File: src/logic/mic_consts.svh
`ifndef MIC_CONSTS_SVH
`define MIC_CONSTS_SVH
`define MIC_OFS_CTRL0 8'h00
`define MIC_OFS_CTRL1 8'h01
`define MIC_OFS_MFC 8'h02
`define MIC_OFS_ESEL 8'h03
`define MIC_MASK_CTRL0 8'h7f
`define MIC_MASK_CTRL1 8'h66
`define MIC_MASK_MFC 8'h77
`define MIC_MASK_ESEL 8'h03
`define MIC_RST_REG 8'h00
`define MIC_C0_T1F 6
`define MIC_C0_T0F 5
`define MIC_C0_PINF 4
`define MIC_C0_T1E 3
`define MIC_C0_T0E 2
`define MIC_C0_PINE 1
`define MIC_C0_GIE 0
`define MIC_C1_MFF 6
`define MIC_C1_TBF 5
`define MIC_C1_MFE 2
`define MIC_C1_TBE 1
`define MIC_MF_A1F 6
`define MIC_MF_A0F 5
`define MIC_MF_CF 4
`define MIC_MF_A1E 2
`define MIC_MF_A0E 1
`define MIC_MF_CE 0
`define MIC_IN_PIN 0
`define MIC_IN_OP0 1
`define MIC_IN_OP1 2
`define MIC_IN_CMP 3
`define MIC_EDGE_OFF 2'h0
`define MIC_EDGE_RISE 2'h1
`define MIC_EDGE_FALL 2'h2
`define MIC_EDGE_BOTH 2'h3
`define MIC_VEC_NONE 12'h000
`define MIC_VEC_PIN 12'h004
`define MIC_VEC_T0 12'h008
`define MIC_VEC_T1 12'h00c
`define MIC_VEC_TICK 12'h014
`define MIC_VEC_MF 12'h018
`define MIC_DIV_LAST 2'h3
`define MIC_WAIT_RUN 2'h1
`define MIC_WAIT_WAKE 2'h2
`endif

File: src/logic/mic_pkg.sv
`default_nettype none
package mic_pkg;
    typedef enum logic {
        MIC_IDLE,
        MIC_WAIT
    } mic_st_e;

    typedef struct packed {
        logic vec_call;
        logic pc_push;
        logic [11:0] vec_addr;
        logic wake;
    } mic_core_s;

    typedef struct packed {
        logic [3:0] sync1;
        logic [3:0] sync2;
        logic [3:0] prev;
        logic [7:0] c0;
        logic [7:0] c1;
        logic [7:0] mf;
        logic [7:0] esel;
        logic [1:0] div;
        mic_st_e st;
        logic [1:0] cnt;
        logic [7:0] rdata;
        mic_core_s core;
    } mic_state_s;
endpackage
`default_nettype wire

File: src/logic/mic_irq_ctrl.sv
// Contract
// - Master enable bit0 gates all vectoring.
// - Timer1, timer0, pin flags at bits 6,5,4.
// - Timer1, timer0, pin enables at bits 3,2,1.
// - Second register: combined/tick flags and enables.
// - Op-amp and comparator flags, enables in third.
// - Unimplemented bits read back as zero.
// - Timer overflow sets flag; vector needs enables.
// - Timer service clears its flag and master.
// - Tick overflow sets flag; vector needs enables.
// - Tick service clears its flag and master.
// - Enabled op-amp fall or comparator change sets combined.
// - Combined source vectors to address 18H.
// - Combined service clears it; sub-flags remain.
// - Flags stay until serviced or written zero.
// - No acknowledge while the stack is full.
// - Every source can wake the core.
// - Entry pushes only the program counter.
// - Vectors 08H, 0CH, 14H for timers, tick.
// - Fixed priority pin, t0, t1, tick, combined.
// - Two-bit edge select for the pin.
// - Vector after 2 cycles, 3 from low power.
`timescale 1ns/1ps
`default_nettype none
`include "mic_consts.svh"

module mic_irq_ctrl (
    input wire logic core_clk,
    input wire logic rst,
    input wire logic [7:0] bus_addr,
    input wire logic [7:0] bus_wdata,
    input wire logic bus_we,
    input wire logic bus_re,
    output logic [7:0] bus_rdata,
    input wire logic pin_irq_in,
    input wire logic timer0_ovf,
    input wire logic timer1_ovf,
    input wire logic tick_ovf,
    input wire logic opamp0_out,
    input wire logic opamp1_out,
    input wire logic comparator_out,
    input wire logic stack_full,
    input wire logic low_power,
    output logic vec_call,
    output logic pc_push,
    output logic [11:0] vec_addr,
    output logic wake_req
);

    mic_pkg::mic_state_s s_reg;
    mic_pkg::mic_state_s s_next;
    logic instr_en;
    logic [3:0] async_in;
    logic [4:0] pend;
    logic pin_ev;
    logic op0_ev;
    logic op1_ev;
    logic cmp_ev;
    logic wr_c0;
    logic wr_c1;
    logic wr_mf;
    logic [11:0] fire_vec;

    function automatic logic edge_hit(input logic was, input logic now, input logic [1:0] sel);
        logic hit;
        hit = 1'b0;
        case (sel)
            `MIC_EDGE_RISE: hit = !was && now;
            `MIC_EDGE_FALL: hit = was && !now;
            `MIC_EDGE_BOTH: hit = was ^ now;
            default: hit = 1'b0;
        endcase
        return hit;
    endfunction

    // Lowest index wins, so the pin always outranks the combined source.
    function automatic logic [11:0] pick_vec(input logic [4:0] p);
        logic [11:0] v;
        v = `MIC_VEC_NONE;
        if (p[0]) begin
            v = `MIC_VEC_PIN;
        end else if (p[1]) begin
            v = `MIC_VEC_T0;
        end else if (p[2]) begin
            v = `MIC_VEC_T1;
        end else if (p[3]) begin
            v = `MIC_VEC_TICK;
        end else if (p[4]) begin
            v = `MIC_VEC_MF;
        end
        return v;
    endfunction

    assign async_in = {comparator_out, opamp1_out, opamp0_out, pin_irq_in};
    assign bus_rdata = s_reg.rdata;
    assign vec_call = s_reg.core.vec_call;
    assign pc_push = s_reg.core.pc_push;
    assign vec_addr = s_reg.core.vec_addr;
    assign wake_req = s_reg.core.wake;

    always_comb begin
        s_next = s_reg;
        // Pins are sampled twice before any edge logic sees them.
        s_next.sync1 = async_in;
        s_next.sync2 = s_reg.sync1;
        s_next.prev = s_reg.sync2;
        s_next.rdata = 8'h00;
        s_next.core.vec_call = 1'b0;
        s_next.core.pc_push = 1'b0;
        // One instruction cycle is four system clocks.
        s_next.div = s_reg.div + 2'h1;
        instr_en = (s_reg.div == `MIC_DIV_LAST);

        pin_ev = edge_hit(s_reg.prev[`MIC_IN_PIN], s_reg.sync2[`MIC_IN_PIN],
                          s_reg.esel[1:0]);
        op0_ev = edge_hit(s_reg.prev[`MIC_IN_OP0], s_reg.sync2[`MIC_IN_OP0],
                          `MIC_EDGE_FALL);
        op1_ev = edge_hit(s_reg.prev[`MIC_IN_OP1], s_reg.sync2[`MIC_IN_OP1],
                          `MIC_EDGE_FALL);
        cmp_ev = edge_hit(s_reg.prev[`MIC_IN_CMP], s_reg.sync2[`MIC_IN_CMP],
                          `MIC_EDGE_BOTH);

        pend[0] = s_reg.c0[`MIC_C0_PINF] && s_reg.c0[`MIC_C0_PINE];
        pend[1] = s_reg.c0[`MIC_C0_T0F] && s_reg.c0[`MIC_C0_T0E];
        pend[2] = s_reg.c0[`MIC_C0_T1F] && s_reg.c0[`MIC_C0_T1E];
        pend[3] = s_reg.c1[`MIC_C1_TBF] && s_reg.c1[`MIC_C1_TBE];
        pend[4] = s_reg.c1[`MIC_C1_MFF] && s_reg.c1[`MIC_C1_MFE];
        fire_vec = pick_vec(pend);

        wr_c0 = bus_we && (bus_addr == `MIC_OFS_CTRL0);
        wr_c1 = bus_we && (bus_addr == `MIC_OFS_CTRL1);
        wr_mf = bus_we && (bus_addr == `MIC_OFS_MFC);

        // Software writes first; service clears and event sets follow.
        if (wr_c0) begin
            s_next.c0 = bus_wdata & `MIC_MASK_CTRL0;
        end
        if (wr_c1) begin
            s_next.c1 = bus_wdata & `MIC_MASK_CTRL1;
        end
        if (wr_mf) begin
            s_next.mf = bus_wdata & `MIC_MASK_MFC;
        end
        if (bus_we && (bus_addr == `MIC_OFS_ESEL)) begin
            s_next.esel = bus_wdata & `MIC_MASK_ESEL;
        end

        if (bus_re) begin
            case (bus_addr)
                `MIC_OFS_CTRL0: s_next.rdata = s_reg.c0;
                `MIC_OFS_CTRL1: s_next.rdata = s_reg.c1;
                `MIC_OFS_MFC: s_next.rdata = s_reg.mf;
                `MIC_OFS_ESEL: s_next.rdata = s_reg.esel;
                default: s_next.rdata = 8'h00;
            endcase
        end

        case (s_reg.st)
            mic_pkg::MIC_IDLE: begin
                if (instr_en && s_reg.c0[`MIC_C0_GIE] && (|pend) && !stack_full) begin
                    s_next.st = mic_pkg::MIC_WAIT;
                    s_next.cnt = low_power ? `MIC_WAIT_WAKE : `MIC_WAIT_RUN;
                end
            end
            mic_pkg::MIC_WAIT: begin
                if (instr_en && (s_reg.cnt != 2'h0)) begin
                    s_next.cnt = s_reg.cnt - 2'h1;
                end else if (instr_en && !stack_full) begin
                    // The request is picked again here; one cleared meanwhile is dropped.
                    s_next.st = mic_pkg::MIC_IDLE;
                    if (s_reg.c0[`MIC_C0_GIE] && (|pend)) begin
                        s_next.core.vec_call = 1'b1;
                        s_next.core.pc_push = 1'b1;
                        s_next.core.vec_addr = fire_vec;
                        s_next.c0[`MIC_C0_GIE] = 1'b0;
                        case (fire_vec)
                            `MIC_VEC_PIN: s_next.c0[`MIC_C0_PINF] = 1'b0;
                            `MIC_VEC_T0: s_next.c0[`MIC_C0_T0F] = 1'b0;
                            `MIC_VEC_T1: s_next.c0[`MIC_C0_T1F] = 1'b0;
                            `MIC_VEC_TICK: s_next.c1[`MIC_C1_TBF] = 1'b0;
                            `MIC_VEC_MF: s_next.c1[`MIC_C1_MFF] = 1'b0;
                            default: s_next.c1 = s_next.c1;
                        endcase
                    end
                end
                // A full stack simply holds the count at zero until space frees up.
            end
            default: begin
                s_next.st = mic_pkg::MIC_IDLE;
            end
        endcase

        // Event sets come last so that they override any clear this cycle.
        if (pin_ev) begin
            s_next.c0[`MIC_C0_PINF] = 1'b1;
        end
        if (timer0_ovf) begin
            s_next.c0[`MIC_C0_T0F] = 1'b1;
        end
        if (timer1_ovf) begin
            s_next.c0[`MIC_C0_T1F] = 1'b1;
        end
        if (tick_ovf) begin
            s_next.c1[`MIC_C1_TBF] = 1'b1;
        end
        if (op0_ev) begin
            s_next.mf[`MIC_MF_A0F] = 1'b1;
        end
        if (op1_ev) begin
            s_next.mf[`MIC_MF_A1F] = 1'b1;
        end
        if (cmp_ev) begin
            s_next.mf[`MIC_MF_CF] = 1'b1;
        end
        // Only a sub-source whose own enable is set feeds the combined flag.
        if ((op0_ev && s_reg.mf[`MIC_MF_A0E]) || (op1_ev && s_reg.mf[`MIC_MF_A1E]) ||
            (cmp_ev && s_reg.mf[`MIC_MF_CE])) begin
            s_next.c1[`MIC_C1_MFF] = 1'b1;
        end

        // Wake ignores the master enable so a sleeping core can still resume.
        s_next.core.wake = |pend;
    end

    always_ff @(posedge core_clk or posedge rst) begin
        if (rst) begin
            s_reg <= '0;
        end else begin
            s_reg <= s_next;
        end
    end
endmodule

`default_nettype wire

File: config.mk
export PLATFORM = sky130hd
export DESIGN_NAME = mic_irq_ctrl
export DESIGN_NICKNAME = d
export VERILOG_FILES = /design/src/logic/mic_pkg.sv /design/src/logic/mic_irq_ctrl.sv
export VERILOG_INCLUDE_DIRS = /design/src /design/src/logic
export SDC_FILE = /design/constraint.sdc
export NUM_CORES = 1
export LEC_CHECK = 0
export ABC_CLOCK_PERIOD_IN_PS = 2009
export BUFFER_PORTS_ARGS = -buffer_cell sky130_fd_sc_hd__buf_2
export CORE_ASPECT_RATIO = 0.6
export CORE_MARGIN = 5
export CORE_UTILIZATION = 50
export DETAILED_ROUTE_END_ITERATION = 8
export HOLD_SLACK_MARGIN = 0.15
export PLACE_DENSITY = 0.83
export SETUP_SLACK_MARGIN = 0.1
export SYNTH_ARGS = -nofsm -noshare
export SYNTH_HDL_FRONTEND = slang
export SYNTH_SLANG_ARGS = --single-unit
File: constraint.sdc
create_clock -name core_clk -period 2.01 [get_ports core_clk]
set_input_delay 0.1005 -clock core_clk [delete_from_list [all_inputs] [get_ports core_clk]]
set_output_delay 0.1005 -clock core_clk [all_outputs]
set_load 0.1 [all_outputs]
==> results.tsv, run 1 <==
metric	value	unit
area_growth	20.6	%
drt_iter0_drc	91	
fin_crit_sh	0.849	
path_class	primary input to flop	
worst_hold_path_type	primary input to flop	
switchingPower	0.523	mW
async_flop_share	1.00	
end_kind	flop	
p_comb_frac	0.159	
rows	18	
grt_pass1_vias	1469	
synth_top_area_frac	0.544	
grt_max_degree	37	
cellLeakagePower	1.34	nW
hold_violations	0	
diodes	0	
grt.total_usage	0.164	
synth_top_area_cell	dfrtp_1	
max_freq	0.586	GHz
holdWs	0.209	ns
die_area	0.00589	mm^2
root_buffer	clkbuf_8	
reg2reg_slack	0.30	ns
drc	0	
core	0.00419	mm^2
min_path_cells	3	
avgSynthCellArea	11.5	um^2
synthCells	192	
drt_pass1_iterations	4	
grt_setup_unrepaired	false	
io_pins	52	
final_cell_mix	dfrtp_1, buf_2, dlygate4sd3_1, nor2_1	
synth_cell_types	34	
yosysSeqAreaShare	0.544	
timing.rr.end	s_reg[23]	
pwr-share-seq	0.552	
hp-start	bus_re	
htree_levels	2	
r2r_start	s_reg[53]	
worst_slew_pin_slew	0.714	ns
cp_max_fo	11	
finalWeightedCongestion	0.858	
antenna_left	0	
cts_resized	0	
grt_pass1_wl	6990	um
n_fill_cell	346	
yosys_warnings	0	
clk_latency	0.30	ns
vias_per_cell	4.94	
critical_path_required	2.20	ns
fp.dieW	95.8	um
maxCapViolCount	0	
antenna_found_initial	0	
final_nets	282	
setup_tns	0	ns
synth_area_leaders	dfrtp_1, buf_4, mux2_2, mux2i_1, nor2_1	
synth_edf_count	0	
ff2ff_path_depth	4	
dp_hpwl	3240	um
fin_crit	1.71	ns
status	finished, final reports clean	
start_kind	primary input	
clk_pin_slew	0.08	ns
hold_end	bus_rdata[1]	
clockBufferDepth	2	
clock_skew	0.00708	ns
relSlewSlack	0.523	
final_common_cell	dfrtp_1	
wl_per_cell	14.1	um
ys_seq_elements	48	
finalPower	1.86	mW
finalSetupViolCount	0	
synthFlopType	dfrtp_1	
final-max-slew-violation-count	0	
grt_overflow_total	0	
routed_wl	4360	um
cts_buffers	5	
postCtsSetupRepairBufs	0	
largest_reg_flops	28	
fp.dieH	61.5	um
cts_tree	yes	
p_clk_frac	0.289	
cts.sinks	48	
io_buffers	40	
start_util	0.527	
worstPathArrival	1.89	ns
vias	1526	
syn_area	0.00221	mm^2
drive_above_1_share	0.285	
p_per_area	697	mW/mm^2
internal-power	1.33	mW
vdd_drop_max	0.430	mV
swShare	0.282	
-- per-stage QoR --
step	worst slack (ns)	util	std cells	cell area [um^2]
3_5_place_dp	0.336	0.572	283	2390
6_report	0.304	0.636	309	2660
2_1_floorplan	0.397	-	201	2240
4_1_cts	0.327	0.636	309	2660
3_3_place_gp	0.341	0.572	283	2390
5_1_grt	0.211	0.636	309	2660
-- cell families (layout without fill, tap and decap cells) --
logic type,Yosys count,after routing,share of synthesized area
AND/OR/NAND/NOR,58,58,0.139
buffers and inverters,33,81,0.0924
XOR/XNOR,1,1,0.00397
flip-flops,48,48,0.544
multiplexers,26,26,0.131
AO/OA/AOI/OAI,21,21,0.0646
other,1,10,0.00170
adder cells (fa/ha/maj),4,4,0.0227
-- cells in the mapped netlist, drive strengths merged (2+ instances only) --
cell type and count:
buf 22, nand2 13, nor2 15, nor4b 2, a222oi 2, ha 4
nand3 6, clkbuf 3, mux2i 12, nand4 3, and3 2, nand3b 6
nor2b 5, mux2 13, a22oi 2, inv 8, a21oi 6, o21bai 3
o21ai 3, dfrtp 48, nor3 2
-- power groups by stage --
stage	sequential (mW)	combinational, mW	clock (mW)
2_1_floorplan	1.07	0.187	0
3_3_place_gp	1.04	0.262	0
3_5_place_dp	1.04	0.267	0
4_1_cts	1.02	0.295	0.554
5_1_grt	1.03	0.320	0.584
6_report	1.02	0.295	0.537
-- cell type report --
| type | count | area [um^2] | area share |
|---|---|---|---|
| Tap cell | 60 | 75.1 | 0.0282 |
| Timing Repair Buffer | 66 | 443 | 0.166 |
| Multi-Input combinational cell | 120 | 836 | 0.314 |
| Clock inverter | 1 | 5.00 | 0.00188 |
| Sequential cell | 48 | 1200 | 0.451 |
| Inverter | 8 | 30.0 | 0.0113 |
| Clock buffer | 6 | 72.6 | 0.0273 |
-- critical path, cell delays in order --
cell and delay [ns]:
dlygate4sd3_1 0.54, buf_2 0.21, nor2_1 0.16, and4_1 0.49, mux2_2 0.39
-- worst max path at each step --
stage | slack (ns) | start | endpoint
4_1_cts | 0.33 | s_reg[53] | s_reg[23]
5_1_grt | 0.21 | bus_addr[0] | s_reg[56]
6_report | 0.30 | bus_addr[0] | s_reg[53]
3_3_place_gp | 0.34 | bus_addr[3] | s_reg[53]
2_1_floorplan | 0.40 | s_reg[26] | vec_addr[3]
3_5_place_dp | 0.34 | bus_addr[3] | s_reg[56]
-- metal layers --
metal | vias up | GRT usage | routed length (um)
met4 | 0 | 0.0729 | 57
met1 | 714 | 0.235 | 2170
met5 | - | 0 | 0
met3 | 6 | 0.0488 | 325
li1 | 754 | - | -
met2 | 52 | 0.229 | 1810
-- repair_timing --
item / CTS / global route
hold buffers: 19 / 0
setup endpoints to repair: 0 / 0
hold endpoints to repair: 60 / 0
No activity file was read; power rests on OpenSTA's default activity.
==> run 2: changes to the inputs <==
--- a/config.mk
+++ b/config.mk
@@ -6,7 +6,7 @@
 export SDC_FILE = /design/constraint.sdc
 export NUM_CORES = 1
 export LEC_CHECK = 0
-export ABC_CLOCK_PERIOD_IN_PS = 2009
+export ABC_CLOCK_PERIOD_IN_PS = 1700
 export BUFFER_PORTS_ARGS = -buffer_cell sky130_fd_sc_hd__buf_2
 export CORE_ASPECT_RATIO = 0.6
 export CORE_MARGIN = 5
==> constraint.sdc (replaced) <==
create_clock -name core_clk -period 1.7 [get_ports core_clk]
set_input_delay 0.085 -clock core_clk [delete_from_list [all_inputs] [get_ports core_clk]]
set_output_delay 0.085 -clock core_clk [all_outputs]
set_load 0.1 [all_outputs]
==> run 2 against run 1 <==
Against the previous run: worst setup slack worse by 0.16 ns; non-clock buffer count is 5 higher; sequential cell count stayed put; power is 19% higher; first-iteration DRC count is 37% higher; global-route usage is 0.057 points higher.
==> results.tsv, run 2 (same netlist as run 1, synthesis figures left out) <==
metric	value	unit
start_kind	flop	
finalPower	2.21	mW
cp_max_fo	5	
cp_common_cell	buf_4	
io_buffers	40	
final_cell_mix	dfrtp_1, buf_2, dlygate4sd3_1, nor2_1	
min_path_cells	2	
max_freq	0.645	GHz
fin_crit_sh	0.913	
slowest_delay	0.41	ns
maxCapViolCount	0	
crit_chain	a222oi_1 > buf_4 > buf_4 > a21oi_2 > buf_4 > mux2i_1	
fin_crit	1.55	ns
vias	1564	
htree_levels	2	
critical_path_required	1.89	ns
clk_latency	0.30	ns
fp.dieW	95.8	um
rows	18	
post-place-cells	287	
cts_tree	yes	
final_common_cell	dfrtp_1	
p_per_area	814	mW/mm^2
grt_pass1_wl	7150	um
reg2reg_slack	0.15	ns
drt_iter0_drc	125	
grt_overflow_total	0	
fin_cells	314	
slowest_stage	dfrtp_1	
final_nets	287	
drt_pass1_iterations	4	
status	finished, final reports clean	
vdd_drop_max	0.527	mV
drive_above_1_share	0.319	
fp.dieH	61.5	um
routed_wl	4480	um
worstPathArrival	1.74	ns
largest_reg_flops	28	
path_class	flop to flop	
root_buffer	clkbuf_8	
worst_hold_path_type	primary input to flop	
finalSetupViolCount	0	
finalWeightedCongestion	0.895	
dp_hpwl	3320	um
ff2ff_path_depth	6	
use_met2	0.244	
grt_max_degree	22	
grt_setup_unrepaired	false	
dpl_worst_slack	0.145	ns
setup_tns	0	ns
hold_violations	0	
final-max-slew-violation-count	0	
core	0.00419	mm^2
antenna_found_initial	0	
area_growth	23.0	%
crit_start	s_reg[56]	
wl_per_cell	14.3	um
drc	0	
hold_end	bus_rdata[3]	
clockBufferDepth	2	
r2r_start	s_reg[56]	
busiest_layer	met2	
vias_per_cell	4.98	
cts_buffers	5	
cts.sinks	48	
timing.rr.end	vec_addr[2]	
clock_skew	0.00562	ns
met3_usage	0.0440	
diodes	0	
end_kind	flop	
hp-start	bus_addr[0]	
die_area	0.00589	mm^2
antenna_left	0	
io_pins	52	
grt_pass1_vias	1518	
clk_pin_slew	0.08	ns
start_util	0.527	
cellLeakagePower	1.37	nW
gr-usage-met1	0.235	
grt.total_usage	0.164	
setup_slack	0.149	ns
==> run 2: cell count changes in the layout (fill, tap and decap cells not counted), sizes merged <==
cell,delta
dlygate4sd3,-1
buf,+6
==> run 2: power breakdown <==
group	switching (mW)	internal, mW
registers	0.0272	1.18
clock network	0.355	0.280
logic	0.244	0.122
==> run 2: how the worst max path moves through the flow <==
stage | end | slack [ns]
CTS | vec_addr[3] | 0.13
finish | vec_addr[2] | 0.15
floorplan | vec_addr[3] | 0.09
global placement | s_reg[24] | 0.16
detailed placement | s_reg[29] | 0.14
global route | s_reg[56] | 0.10
==> run 2: cell type report <==
class	count	area [um^2]
Fill cell	328	1470
Inverter	8	30.0
Tap cell	60	75.1
Sequential cell	48	1200
Timing Repair Buffer	71	478
Multi-Input combinational cell	120	853
Clock buffer	6	72.6
Clock inverter	1	5.00
==> run 2: timing repair <==
item,CTS,global route
resized for setup,0,5
hold endpoints to repair,45,0
buffers inserted,0,2
hold buffers,18,0
endpoints found under the setup margin,0,5
==> run 2: routing by layer <==
layer,vias up,part of all wire
li1,761,-
met1,748,0.49
met2,50,0.44
met3,5,0.065
met4,0,0.010
met5,-,0
==> run 2: critical path, delay by kind of cell, from the launching register on <==
family	cells	cell delay, ns
buf+inv	3	0.49
flops	1	0.41
compound gates	2	0.42
mux	1	0.11
==> run 2: metrics by stage <==
step,hold WS (ns),cell area (um^2),util
6_report,0.158,2720,0.648
3_5_place_dp,0.116,2420,0.579
4_1_cts,0.152,2680,0.640
2_1_floorplan,0.116,2240,-
5_1_grt,0.161,2720,0.648
3_3_place_gp,0.112,2420,0.579
